==> config.mk <==
export PLATFORM = sky130hd
export DESIGN_NAME = dtkr_top
export DESIGN_NICKNAME = d
export VERILOG_FILES = /design/src/rtl/dtkr_pkg.sv /design/src/rtl/dtkr_top.sv
export VERILOG_INCLUDE_DIRS = /design/src /design/src/rtl
export SDC_FILE = /design/constraint.sdc
export NUM_CORES = 1
export LEC_CHECK = 0
export BUFFER_PORTS_ARGS = -buffer_cell sky130_fd_sc_hd__buf_2
export CORE_MARGIN = 2
export CORE_UTILIZATION = 38
export DETAILED_ROUTE_END_ITERATION = 8
export SYNTH_ARGS = -nofsm -noshare
export SYNTH_HDL_FRONTEND = slang
export SYNTH_SLANG_ARGS = --single-unit
==> constraint.sdc <==
create_clock -name clock -period 4.72 [get_ports clock]
set_input_delay 0.236 -clock clock [delete_from_list [all_inputs] [get_ports clock]]
set_output_delay 0.236 -clock clock [all_outputs]
set_load 0.05 [all_outputs]
==> src/rtl/dtkr_regs.svh <==
// timing counts and tone divisors for the keypad tone and ringer block
// How it works
// - rows one to four give 697..941 Hz
// - columns one to three give 1209..1447 Hz
// - on hook: keypad ignored, no tones
// - one row plus one column: dual tone
// - two rows or two columns: single tone
// - diagonal key pair: no tone
// - column driven high alone: column tone
// - row driven low alone: row tone
// - pitch select low 1200/1500, high 1800/2250
// - ringer driven only after genuine ringing
// - two ringer outputs, differential or single
// - all timing from the resonator rate
// - dialing routes tones, attenuates receive
// - speech circuits on only while off hook
// - alert alternates pitches at 20 Hz
// - up/down counter validates ringing
`ifndef DTKR_REGS_SVH
`define DTKR_REGS_SVH

// ----------------------------------------------------------------
// clock and resonator rates
// ----------------------------------------------------------------
`define DTKR_CLK_HZ 25000000
`define DTKR_RES_HZ 480000
`define DTKR_RES_DIV (`DTKR_CLK_HZ / `DTKR_RES_HZ)
`define DTKR_ALT_HZ 20
`define DTKR_ALT_TICKS (`DTKR_RES_HZ / (2 * `DTKR_ALT_HZ))
`define DTKR_RING_TICKS 4800

// ----------------------------------------------------------------
// tone half periods in resonator ticks
// ----------------------------------------------------------------
`define DTKR_HALF(f) (`DTKR_RES_HZ / (2 * (f)))
`define DTKR_F_ROW1 697
`define DTKR_F_ROW2 770
`define DTKR_F_ROW3 852
`define DTKR_F_ROW4 941
`define DTKR_F_COL1 1209
`define DTKR_F_COL2 1336
`define DTKR_F_COL3 1447
`define DTKR_F_ALO_A 1200
`define DTKR_F_ALO_B 1500
`define DTKR_F_AHI_A 1800
`define DTKR_F_AHI_B 2250

`endif

==> src/rtl/dtkr_pkg.sv <==
// types shared by the keypad tone and ringer block
package dtkr_pkg;
  // ringing validation states
  typedef enum logic {RING_IDLE, RING_ACTIVE} dtkr_ring_t;
  // which of the two alert pitches is sounding
  typedef enum logic {PITCH_FIRST, PITCH_SECOND} dtkr_pitch_t;
  typedef logic [8:0] dtkr_half_t;
endpackage

==> src/rtl/dtkr_top.sv <==
// keypad dual tone generator, ringing detector and alerter driver
`timescale 1ns/10ps
`include "dtkr_regs.svh"

// ----------------------------------------------------------------
// square wave divider, one per tone group
// ----------------------------------------------------------------
module dtkr_tone_div (
  input wire logic clock,
  input wire logic rst,
  input wire logic run,
  input wire logic tick,
  input wire dtkr_pkg::dtkr_half_t half,
  output logic wave
);
  import dtkr_pkg::*;
  dtkr_half_t cnt;

  // stopping clears the phase so each tone starts cleanly
  always_ff @(posedge clock) begin
    if (rst || !run) begin
      cnt <= 9'h000;
      wave <= 1'b0;
    end else if (tick) begin
      if (cnt >= half - 9'h001) begin
        cnt <= 9'h000;
        wave <= ~wave;
      end else begin
        cnt <= cnt + 9'h001;
      end
    end
  end
endmodule

// ----------------------------------------------------------------
// top level
// ----------------------------------------------------------------
module dtkr_top #(
  parameter int RING_TICKS = `DTKR_RING_TICKS,
  parameter int ALT_TICKS = `DTKR_ALT_TICKS,
  // clocks per resonator tick; a bench may shorten it to keep runs brief
  parameter int RES_CLOCKS = `DTKR_RES_DIV
) (
  input wire logic clock,
  input wire logic rst,
  input wire logic offhook_sense,
  input wire logic row_in_1,
  input wire logic row_in_2,
  input wire logic row_in_3,
  input wire logic row_in_4,
  input wire logic col_in_1,
  input wire logic col_in_2,
  input wire logic col_in_3,
  input wire logic alert_pitch_sel,
  input wire logic ring_level,
  output logic tone_low,
  output logic tone_high,
  output logic tx_tone_route,
  output logic rx_attenuate,
  output logic speech_enable,
  output logic ring_detected,
  output logic ringer_out_a,
  output logic ringer_out_b
);
  import dtkr_pkg::*;

  localparam logic [5:0] RES_DIV = 6'(RES_CLOCKS);
  localparam logic [15:0] RING_MAX = 16'(RING_TICKS);
  localparam logic [13:0] ALT_MAX = 14'(ALT_TICKS);

  logic [5:0] res_cnt;
  logic tick;
  logic [3:0] row_act;
  logic [2:0] col_act;
  logic [2:0] nr;
  logic [1:0] nc;
  logic low_on;
  logic high_on;
  dtkr_half_t low_half;
  dtkr_half_t high_half;
  dtkr_half_t alert_half;
  logic [15:0] ring_cnt;
  dtkr_ring_t ring_state;
  logic [13:0] alt_cnt;
  dtkr_pitch_t alt_phase;
  logic alert_wave;

  // ----------------------------------------------------------------
  // resonator rate enable
  // ----------------------------------------------------------------
  // all slower timing hangs off this one tick, never a second clock
  always_ff @(posedge clock) begin
    if (rst) begin
      res_cnt <= 6'h00;
      tick <= 1'b0;
    end else if (res_cnt == RES_DIV - 6'h01) begin
      res_cnt <= 6'h00;
      tick <= 1'b1;
    end else begin
      res_cnt <= res_cnt + 6'h01;
      tick <= 1'b0;
    end
  end

  // ----------------------------------------------------------------
  // keypad decode
  // ----------------------------------------------------------------
  // rows select low, columns select high; on hook masks both
  always_comb begin
    row_act = offhook_sense ? ~{row_in_4, row_in_3, row_in_2, row_in_1}
                            : 4'h0;
    col_act = offhook_sense ? {col_in_3, col_in_2, col_in_1}
                            : 3'h0;
    nr = 3'({2'h0, row_act[0]}) + 3'({2'h0, row_act[1]})
       + 3'({2'h0, row_act[2]}) + 3'({2'h0, row_act[3]});
    nc = 2'({1'h0, col_act[0]}) + 2'({1'h0, col_act[1]})
       + 2'({1'h0, col_act[2]});
    // a group sounds only with exactly one line of it active, so a
    // diagonal pair silences both and a shared line keeps one tone
    low_on = (nr == 3'h1);
    high_on = (nc == 2'h1);
  end

  // divisor for the single active line of each group
  always_comb begin
    case (1'b1)
      row_act[0]: low_half = 9'(`DTKR_HALF(`DTKR_F_ROW1));
      row_act[1]: low_half = 9'(`DTKR_HALF(`DTKR_F_ROW2));
      row_act[2]: low_half = 9'(`DTKR_HALF(`DTKR_F_ROW3));
      row_act[3]: low_half = 9'(`DTKR_HALF(`DTKR_F_ROW4));
      default: low_half = 9'(`DTKR_HALF(`DTKR_F_ROW1));
    endcase
    case (1'b1)
      col_act[0]: high_half = 9'(`DTKR_HALF(`DTKR_F_COL1));
      col_act[1]: high_half = 9'(`DTKR_HALF(`DTKR_F_COL2));
      col_act[2]: high_half = 9'(`DTKR_HALF(`DTKR_F_COL3));
      default: high_half = 9'(`DTKR_HALF(`DTKR_F_COL1));
    endcase
  end

  dtkr_tone_div u_low (
    .clock(clock),
    .rst(rst),
    .run(low_on),
    .tick(tick),
    .half(low_half),
    .wave(tone_low)
  );

  dtkr_tone_div u_high (
    .clock(clock),
    .rst(rst),
    .run(high_on),
    .tick(tick),
    .half(high_half),
    .wave(tone_high)
  );

  // ----------------------------------------------------------------
  // hook and dialing path control
  // ----------------------------------------------------------------
  // both path controls move in the same cycle so receive never blares
  always_ff @(posedge clock) begin
    if (rst) begin
      speech_enable <= 1'b0;
      tx_tone_route <= 1'b0;
      rx_attenuate <= 1'b0;
    end else begin
      speech_enable <= offhook_sense;
      tx_tone_route <= low_on || high_on;
      rx_attenuate <= low_on || high_on;
    end
  end

  // ----------------------------------------------------------------
  // ringing validation
  // ----------------------------------------------------------------
  // counter climbs on line energy and decays without it, so short
  // noise bursts never reach the top; off hook it is held clear
  always_ff @(posedge clock) begin
    if (rst || offhook_sense) begin
      ring_cnt <= 16'h0000;
    end else if (tick) begin
      if (ring_level && ring_cnt != RING_MAX) begin
        ring_cnt <= ring_cnt + 16'h0001;
      end else if (!ring_level && ring_cnt != 16'h0000) begin
        ring_cnt <= ring_cnt - 16'h0001;
      end
    end
  end

  // full scale declares ringing, empty ends it: wide hysteresis
  always_ff @(posedge clock) begin
    if (rst || offhook_sense) begin
      ring_state <= RING_IDLE;
    end else begin
      case (ring_state)
        RING_IDLE: if (ring_cnt == RING_MAX) ring_state <= RING_ACTIVE;
        RING_ACTIVE: if (ring_cnt == 16'h0000) ring_state <= RING_IDLE;
        default: ring_state <= RING_IDLE;
      endcase
    end
  end

  // ----------------------------------------------------------------
  // alert warble
  // ----------------------------------------------------------------
  always_ff @(posedge clock) begin
    if (rst || ring_state != RING_ACTIVE) begin
      alt_cnt <= 14'h0000;
      alt_phase <= PITCH_FIRST;
    end else if (tick) begin
      if (alt_cnt == ALT_MAX - 14'h0001) begin
        alt_cnt <= 14'h0000;
        alt_phase <= (alt_phase == PITCH_FIRST) ? PITCH_SECOND
                                                : PITCH_FIRST;
      end else begin
        alt_cnt <= alt_cnt + 14'h0001;
      end
    end
  end

  // open pin is read as low by the pad, giving the lower pair
  always_comb begin
    case ({alert_pitch_sel, alt_phase == PITCH_SECOND})
      2'b00: alert_half = 9'(`DTKR_HALF(`DTKR_F_ALO_A));
      2'b01: alert_half = 9'(`DTKR_HALF(`DTKR_F_ALO_B));
      2'b10: alert_half = 9'(`DTKR_HALF(`DTKR_F_AHI_A));
      default: alert_half = 9'(`DTKR_HALF(`DTKR_F_AHI_B));
    endcase
  end

  dtkr_tone_div u_alert (
    .clock(clock),
    .rst(rst),
    .run(ring_state == RING_ACTIVE),
    .tick(tick),
    .half(alert_half),
    .wave(alert_wave)
  );

  // outputs in antiphase; both idle low so either can light a lamp;
  // both are gated by the state so they fall together when ringing ends
  always_ff @(posedge clock) begin
    if (rst) begin
      ring_detected <= 1'b0;
      ringer_out_a <= 1'b0;
      ringer_out_b <= 1'b0;
    end else begin
      ring_detected <= (ring_state == RING_ACTIVE);
      ringer_out_a <= (ring_state == RING_ACTIVE) && alert_wave;
      ringer_out_b <= (ring_state == RING_ACTIVE) && !alert_wave;
    end
  end

  // ----------------------------------------------------------------
  // checks
  // ----------------------------------------------------------------
  a_onhook_silent: assert property (@(posedge clock)
    disable iff (rst)
    !offhook_sense [*2] |-> !tone_low && !tone_high && !tx_tone_route)
    else $error("tone present while on hook");
  a_row_divisor: assert property (@(posedge clock) disable iff (rst)
    row_act == 4'h8 |-> low_half == 9'(`DTKR_HALF(`DTKR_F_ROW4)))
    else $error("row four divisor wrong");
  a_col_divisor: assert property (@(posedge clock) disable iff (rst)
    col_act == 3'h2 |-> high_half == 9'(`DTKR_HALF(`DTKR_F_COL2)))
    else $error("column two divisor wrong");
  a_dual_pair: assert property (@(posedge clock) disable iff (rst)
    nr == 3'h1 && nc == 2'h1 |-> low_on && high_on)
    else $error("key did not give dual tone");
  a_shared_single: assert property (@(posedge clock)
    disable iff (rst)
    nr == 3'h2 && nc == 2'h1 |-> !low_on && high_on)
    else $error("two rows did not give column tone alone");
  a_diag_none: assert property (@(posedge clock) disable iff (rst)
    (nr == 3'h2 && nc == 2'h2) [*2] |-> !tone_low && !tone_high)
    else $error("diagonal pair produced a tone");
  a_pitch_low: assert property (@(posedge clock) disable iff (rst)
    !alert_pitch_sel && alt_phase == PITCH_FIRST
      |-> alert_half == 9'(`DTKR_HALF(`DTKR_F_ALO_A)))
    else $error("low alert pair not selected");
  a_ring_gate: assert property (@(posedge clock) disable iff (rst)
    ring_state == RING_IDLE [*2] |-> !ringer_out_a && !ringer_out_b)
    else $error("ringer driven without valid ringing");
  a_ring_anti: assert property (@(posedge clock) disable iff (rst)
    ring_detected && $past(ring_detected) |-> ringer_out_a != ringer_out_b)
    else $error("ringer outputs not in antiphase");
  a_dial_path: assert property (@(posedge clock) disable iff (rst)
    $rose(tone_low) |-> tx_tone_route && rx_attenuate)
    else $error("tone without transmit routing");
  a_speech_hook: assert property (@(posedge clock) disable iff (rst)
    offhook_sense |=> speech_enable)
    else $error("speech not enabled off hook");
  a_alt_rate: assert property (@(posedge clock) disable iff (rst)
    tick && alt_cnt == ALT_MAX - 14'h0001 && ring_state == RING_ACTIVE
      |=> alt_phase != $past(alt_phase))
    else $error("alert pitch did not alternate");
  a_ring_declare: assert property (@(posedge clock)
    disable iff (rst)
    $rose(ring_state == RING_ACTIVE) |-> $past(ring_cnt) == RING_MAX)
    else $error("ringing declared before full count");
endmodule

[After elaboration in Yosys (flattened, before gate mapping)]
Index checks and enable logic that the tools add are counted.
Operators by class
  $lt $le $gt $ge: 3
  divide/modulo/power cells: 0
  multiply operators: 0
  reduce and logical (&&, ||, !) cells: 25
  equality and inequality tests: 8
  multiplexer cells: 21
  add/sub/neg operators: 15
  shift operators: 0
  bitwise gates (word level): 5
Operator list (count)
  9-bit two-way mux: 7
  16-bit two-way mux: 2
  9-bit by 1-bit adder with 9-bit output (second input constant): 3
  9-bit greater-or-equal comparator: 3
  8-bit case mux with 3 select lines: 1
  7-bit two-way mux: 3
  8-bit by 1-bit subtractor with 9-bit output (second input constant): 2
  16-bit by 1-bit adder with 16-bit output (second input constant): 1
  16-bit by 13-bit equality test with 1-bit output (second input constant): 1
  16-bit zero test: 1
  16-bit by 13-bit inequality test with 1-bit output (second input constant): 1
  16-bit nonzero test: 1
  16-bit by 1-bit subtractor with 16-bit output (second input constant): 1
  14-bit by 1-bit adder with 14-bit output (second input constant): 1
  14-bit equality test (second input constant): 1
  14-bit two-way mux: 1
  2-bit AND reduction: 5
  9-bit by 1-bit subtractor with 9-bit output (second input constant): 1
  6-bit by 1-bit adder with 6-bit output (second input constant): 1
  6-bit equality test (second input constant): 1
  1-bit logical OR: 6
  1-bit zero test: 5
  1-bit by 1-bit adder with 2-bit output: 2
  2-bit by 1-bit equality test with 1-bit output (second input constant): 2
  other kinds (15): 24
Storage, ports and cells
  word-level logic and storage cells: 94
  bits in read-only memories: 0
  bits in writable memories: 0
  input bits: 12
  output and inout port bits: 8
  flip-flop bits (word level): 74
  memories kept: 0
  latch bits: 0

[Logic depth before layout (Yosys ltp)]
Gate-level depths: netlist of run 1.
  word-level depth: 9
  depth in mapped cells: 12

[By module]
Synthesis of run 1 repeated with hierarchy kept, for this count alone.
Second synthesis, totals
  cell total of the unflattened synthesis: 622
  area, all modules: 5202.5 um2
By module, submodules not included
  dtkr_top: sequential area each 880.8 um2, cells an instance 335, times used 1, area an instance 2743.9 um2
  dtkr_tone_div at u_alert ...: sequential area each 200.2 um2, cells an instance 97, times used 2, area an instance 827.0 um2
  dtkr_tone_div at u_low: sequential area each 200.2 um2, cells an instance 93, times used 1, area an instance 804.5 um2

[Least setup slack after synthesis of run 1]
OpenSTA, ideal clock, no wires.
  path type: reg-to-reg
  start point: reg ring_cnt[0]
  end point: reg ring_cnt[15]
  buffers on the path: 1
  period minus slack after synthesis: 3.785 ns
  data arrival time: 3.713 ns
  path slack: 0.935 ns
  required time: 4.648 ns
  setup time: 0.072 ns
  cell stages (with the launch flop): 12
  path through: dfxtp_1 > nor4_1 > nand3_1 > o21ai_0 > ha_1 > clkbuf_1 > a21oi_1 > o21ai_0 > or2_2 > a211oi_1 > mux2i_1 > mux2i_1
Between the ends
  word-level cells in the longest chain between the ends: 4
RTL lines
  from (decl): line dtkr_top.sv:82  | logic [15:0] ring_cnt;
  from (signal assigned): line dtkr_top.sv:185  | ring_cnt <= ring_cnt + 16'h0001;
  from (signal assigned): line dtkr_top.sv:187  | ring_cnt <= ring_cnt - 16'h0001;
  branches (longest 4 deep; another with 16-bit by 1-bit subtractor with 16-bit output)
Parallel ways; which one is timed is not known. The select of a mux whose other input is x is not followed.
A chain may end at the register's enable or synchronous reset.

[Worst setup path after layout of run 1]
  start point: reg ring_cnt[10]
  end point: reg ring_cnt[14]
The elaborated chain is that of the path after synthesis.

==> results of run 1 <==
## cells in the final DEF, fill, tap and decap left out, types with 3 or more instances in the layout
cell type   n
a211oi_1    3
a21o_1      9
a21oi_1    29
a31oi_1     5
and2_1      3
and3_1     12
buf_2      19
bufinv_16   4
clkbuf_16   9
conb_1      3
dfxtp_1    74
fa_1        3
ha_1       55
inv_1      22
mux2i_1     6
nand2_1    47
nand2b_1    5
nand3_1    19
nand4_1    21
nor2_1     47
nor2b_1     6
nor3_1     24
nor4_1      3
o211ai_1    3
o21a_1      6
o21ai_0    17
o21bai_1    3
or2_2       4
or3_1       4
xnor2_1    17
xor2_1     35
## worst register-to-register path: stages, from the launching register on
cell and delay (ps):
dfxtp_1 320, nor4_1 400, nand3_1 310, o21ai_1 620, ha_1 440, a21o_1 240
a31o_2 230, a211oi_1 510, a31oi_1 210, mux2i_1 190, nand2_1 60
## power by group
group | total [uW] | leakage [uW] | internal, uW | switching [uW]
sequential | 631 | 0.000597 | 629 | 1.97
clock | 854 | 0.000179 | 586 | 268
combinational | 104 | 0.00137 | 37.8 | 66.3
total | 1590 | 0.00214 | 1250 | 336
## cell type report
cell class	count	area share
multi-input combinational	418	0.567
sequential	74	0.287
clock buffer	10	0.0463
tap	147	0.0356
clock inverter	6	0.0264
timing repair buffer	21	0.0213
inverter	22	0.0160
## cells by family after synthesis
family,after synthesis,share of synthesized area
AO/OA/AOI/OAI,93,0.135
flip-flops,74,0.324
adder cells (fa/ha/maj),58,0.164
AND/OR/NAND/NOR,203,0.219
XOR/XNOR,52,0.0997
other,2,0.00164
buffers and inverters,37,0.0351
multiplexers,9,0.0214
## stage by stage
step / worst slack, ps / hold WS [ps] / cells / power (uW) / util
final: 1080 / 214 / 698 / 1590 / 0.435
after global routing: 773 / 230 / 698 / 1640 / 0.435
after CTS: 1080 / 209 / 698 / 1610 / 0.435
after detailed placement: 1090 / 404 / 682 / 749 / 0.404
after global placement: 1210 / 400 / 682 / 745 / 0.404
after floorplan: 935 / 392 / 529 / 724 / -
## path summary, 6_finish.rpt
kind / from / to / slack, ps / cells past startpoint
hold / removal: rst / rx_attenuate / 210 / 2
setup reg to reg: ring_cnt[10] / ring_cnt[14] / 1080 / 10
setup / recovery: ring_cnt[10] / ring_cnt[14] / 1080 / 10
hold reg to reg: u_alert.wave / ringer_out_b / 410 / 1
## layer usage
layer / vias up / track usage / part of all wire / wire [um]
li1: 1921 / - / - / -
met1: 1749 / 0.191 / 0.47 / 4450
met2: 42 / 0.261 / 0.48 / 4600
met3: 6 / 0.0420 / 0.035 / 329
met4: 0 / 0.0626 / 0.013 / 124
met5: - / 0 / 0 / 0
## cell usage after synthesis, types with 12 or more instances
library cell / n
a21oi_1: 29
and3_1: 12
dfxtp_1: 74
ha_1: 55
inv_1: 22
nand2_1: 47
nand3_1: 19
nand4_1: 21
nor2_1: 47
nor3_1: 24
o21ai_0: 18
xnor2_1: 17
xor2_1: 35
## flip-flops by register name, summed over array words and instances (netlist names), 6 cells and up
register     cells
u_alert.cnt      9
u_low.cnt        9
u_high.cnt       9
ring_cnt        16
res_cnt          6
alt_cnt         14
==> reports/metrics.yaml, run 1 <==
cells_and_area:
  fillCellCount: 1152
  multi_input_area_sq_um: 2930
  area_growth_pct: 13.0
  insertedDiodeCount: 0
  nNetsFinal: 616
  register_area_sq_um: 1480
  finish.instance_area_sq_um: 5160
  drive_gt1_frac: 0.0962
floorplan:
  coreArea_sq_um: 11900
  die_y_um: 114
  initial_utilization: 0.385
  core.rowCount: 40
  die_w_um: 114
  io_pins: 20
  dieArea_sq_um: 12900
timing:
  hold_viol_final: 0
  fmax_ghz: 0.275
  worst_slew_pin_slew_ps: 713
  rsz0062_at_grt: "no"
  clock_skew_ps: 6.22
  relSlewSlack: 0.523
  period_minus_slack_ps: 3640
  fin_setup_tns_ps: 0
  maxSlewViolCount: 0
  fin_crit_sh: 0.770
  setup_viol: 0
global_route:
  grt_pass1_wl_um: 16400
  grt_pass1_vias: 3602
  grtUsageTotal: 0.156
  gr-total-overflow: 0
  grt_max_degree: 25
  antenna_found_initial: 0
placement:
  portBuffers: 19
  gp_congestion: 0.837
  placed_cell_area_sq_um: 4790
  hpwl_um: 7040
clock_tree:
  post_cts_resized: 0
  clockRootBuffer: "clkbuf_16"
  cts_buffer_depth: 2
  cts_tree: "yes"
  htree_levels: 3
  cts_buffers: 9
  clock_latency_ps: 340
  cts_setup_buffers: 0
  cts.clk_slew.worst_paths_ps: 60
  cts.sinks: 74
  hold_buffers: 0
logic_synthesis:
  synth_seq_area_share: 0.324
  ys_types: 56
  synth_edf_count: 0
  ys_ff_latch: 74
  yosysTopAreaCell: "dfxtp_1"
  ys.flop_type: "dfxtp_1"
  syn_avg_cell_area_sq_um: 8.65
  yosys_warnings: 0
  synth_area_sq_um: 4570
  synth.top_cells.by_area: "dfxtp_1, ha_1, xor2_1"
  synth_cells: 528
  synth_top_area_frac: 0.324
  async_reset_ff_frac: 0
route:
  vias_per_cell: 5.33
  drt_iter0_markers: 181
  routedWlPerCell_um: 13.6
  drtAntennaViolNets: 0
  post-route-drc-count: 0
  drt-pass1-iter-count: 4
  routed_wl_um: 9500
  vias: 3718
critical_path:
  cpMaxStageDelayCell: "o21ai_1"
  critPathMaxStageDelay_ps: 620
  cp_data_required_time_ps: 4950
  crit_chain: "nor4_1, nand3_1, o21ai_1, ha_1, a21o_1, a31o_2, a211oi_1, a31oi_1, mux2i_1, nand2_1"
  crit_family: "compound AO/OA/AOI/OAI gates"
  arrival_ps: 3870
  startpoint_type: "flip-flop"
  crit_path_end_kind: "flip-flop"
  crit_type: "flip-flop to flip-flop"
  path_max_fanout: 8
  worst-path-buf-inv: 0
job:
  maxCapViolCount: 0
power:
  leakagePower_uw: 0.00214
  power.density_nw_per_um2: 308
  max-vdd-ir-drop_v: 0.000283
status:
  status: "complete, no violations"
min_path:
  min_path_type: "input pin to flip-flop"
Power figures use the tool's default switching activity.
==> run 2: changes to the inputs <==
==> constraint.sdc (replaced) <==
create_clock -name clock -period 3.4 [get_ports clock]
set_input_delay 0.17 -clock clock [delete_from_list [all_inputs] [get_ports clock]]
set_output_delay 0.17 -clock clock [all_outputs]
set_load 0.05 [all_outputs]
==> run 2 against run 1 <==
Against the previous run: first-iteration DRC count grew 40%; worst setup slack worse by 800 ps; clock power rose by 24%; non-clock buffer count up 4; maximum frequency up 17%; design area down 0.12%; final cell count rose by 0.57%; combinational power up 39%; sequential share of layout area about the same; critical path depth up 1; die area did not move; sequential power grew 39%; critical path type unchanged; highest routed layer unchanged.
==> reports/metrics.yaml, run 2 (synthesized netlist as in run 1, its figures left out) <==
critical_path:
  crit_type: "flip-flop to flip-flop"
  arrival_ps: 3340  # -530 ps
  crit_path_end_kind: "flip-flop"
  cp_data_required_time_ps: 3620  # -1330 ps
  startpoint_type: "flip-flop"
  path_max_fanout: 14  # +6
job:
  maxCapViolCount: 0  # unchanged
route:
  post-route-drc-count: 0  # unchanged
  vias: 3712  # -0.16%
  drtAntennaViolNets: 0  # unchanged
  drt-pass1-iter-count: 6  # +2
  vias_per_cell: 5.29  # -0.73%
  routedWlPerCell_um: 13.1  # -3.9%
  routed_wl_um: 9180  # -3.4%
  drt_iter0_markers: 253  # +40%
status:
  status: "complete, no violations"
clock_tree:
  htree_levels: 3  # unchanged
  clockRootBuffer: "clkbuf_16"
  cts_setup_buffers: 0  # unchanged
  cts.sinks: 74  # unchanged
  clock_latency_ps: 330  # about the same
  cts_buffers: 9  # unchanged
  post_cts_resized: 0  # unchanged
  cts.clk_slew.worst_paths_ps: 60  # about the same
  hold_buffers: 0  # unchanged
  cts_buffer_depth: 2  # unchanged
  cts_tree: "yes"
floorplan:
  core.rowCount: 40  # unchanged
  dieArea_sq_um: 12900  # unchanged
  die_y_um: 114  # unchanged
  die_w_um: 114  # unchanged
  io_pins: 20  # unchanged
  coreArea_sq_um: 11900  # unchanged
  initial_utilization: 0.385  # unchanged
power:
  power.density_nw_per_um2: 403  # +31%
  leakagePower_uw: 0.00215  # +0.31%
  max-vdd-ir-drop_v: 0.000344  # +21%
cells_and_area:
  reg_top3: "ring_cnt x16, alt_cnt x14"
  final_cell_mix: "dfxtp_1, ha_1, nand2_1, nor2_1, xor2_1"
  area_growth_pct: 12.9
  nNetsFinal: 620  # +0.65%
  insertedDiodeCount: 0  # unchanged
  layout_commonest_cell: "dfxtp_1"
  drive_gt1_frac: 0.103  # +0.00651
  largest_reg_flops: 16  # unchanged
  largest-register: "ring_cnt"
timing:
  relSlewSlack: 0.536  # +0.0129
  hold_slack_ps: 148  # -66.1 ps
  period_minus_slack_ps: 3120  # -521 ps
  worst_slew_pin_slew_ps: 693  # -19.3 ps
  fin_setup_tns_ps: 0  # unchanged
  rsz0062_at_grt: "no"
  fmax_ghz: 0.321  # +17%
  maxSlewViolCount: 0  # unchanged
  fin_ws_ps: 285  # -799 ps
  hold_viol_final: 0  # unchanged
  fin_crit_sh: 0.916  # +0.146
  clock_skew_ps: 7.12  # +0.898 ps
  setup_viol: 0  # unchanged
placement:
  place_ws_ps: 267  # -819 ps
  gp_congestion: 0.801  # -4.3%
  hpwl_um: 6890  # -2.2%
  portBuffers: 19  # unchanged
global_route:
  antenna_found_initial: 0  # unchanged
  gr-total-overflow: 0  # unchanged
  grtUsageTotal: 0.152  # -0.00436
  grt_max_degree: 17  # -32%
  grt_pass1_wl_um: 16200  # -0.93%
  grt_pass1_vias: 3617  # +0.42%
min_path:
  min_path_type: "input pin to flip-flop"
## run 2: cell count changes in the layout (fill, tap and decap cells not counted)
cell,delta
bufinv_16,-2
clkbuf_8,+2
clkinv_2,+1
inv_6,-1
buf_4,+4
## run 2: per-layer routing
| layer | global-route usage | routed length [um] |
|---|---|---|
| met1 | 0.188 | 4450 |
| met2 | 0.258 | 4280 |
| met3 | 0.0399 | 315 |
| met4 | 0.0488 | 128 |
| met5 | 0 | 0 |
## run 2: worst max-delay path: stages, from the launching register on
cell,delay [ps]
dfxtp_1,320
nor4_1,390
nand3_1,150
o21ai_1,200
buf_4,230
ha_1,330
a21o_1,240
a31o_2,230
a211oi_1,440
a31oi_1,190
mux2i_1,200
nand2_1,70
## run 2: final timing paths
kind / depth (start not counted) / end / from / slack [ps]
min: 2 / rx_attenuate / rst / 150
max reg2reg: 11 / ring_cnt[14] / ring_cnt[10] / 280
max: 11 / ring_cnt[14] / ring_cnt[10] / 280
min reg2reg: 1 / ringer_out_b / u_alert.wave / 420
## run 2: cell type report
cell class | count | area, sq um
fill | 1150 | 6710
inverter | 22 | 82.6
multi-input combinational | 418 | 2930
timing repair buffer | 25 | 140
clock buffer | 12 | 267
clock inverter | 4 | 72.6
sequential | 74 | 1480
tap | 147 | 184
## run 2: metrics by stage
step | utilization | instance area (sq um) | std cells | total power [uW]
detailed placement | 0.406 | 4820 | 686 | 1040
CTS | 0.435 | 5160 | 702 | 2110
floorplan | - | 4570 | 529 | 1010
global route | 0.435 | 5160 | 702 | 2160
finish | 0.435 | 5160 | 702 | 2080
global placement | 0.406 | 4820 | 686 | 1040
## run 2: power by group
group | total, uW | internal (uW) | switching (uW) | leakage, uW
clock | 1060 | 701 | 355 | 0.000165
combinational | 145 | 53.3 | 91.4 | 0.00139
sequential | 876 | 873 | 2.89 | 0.000597
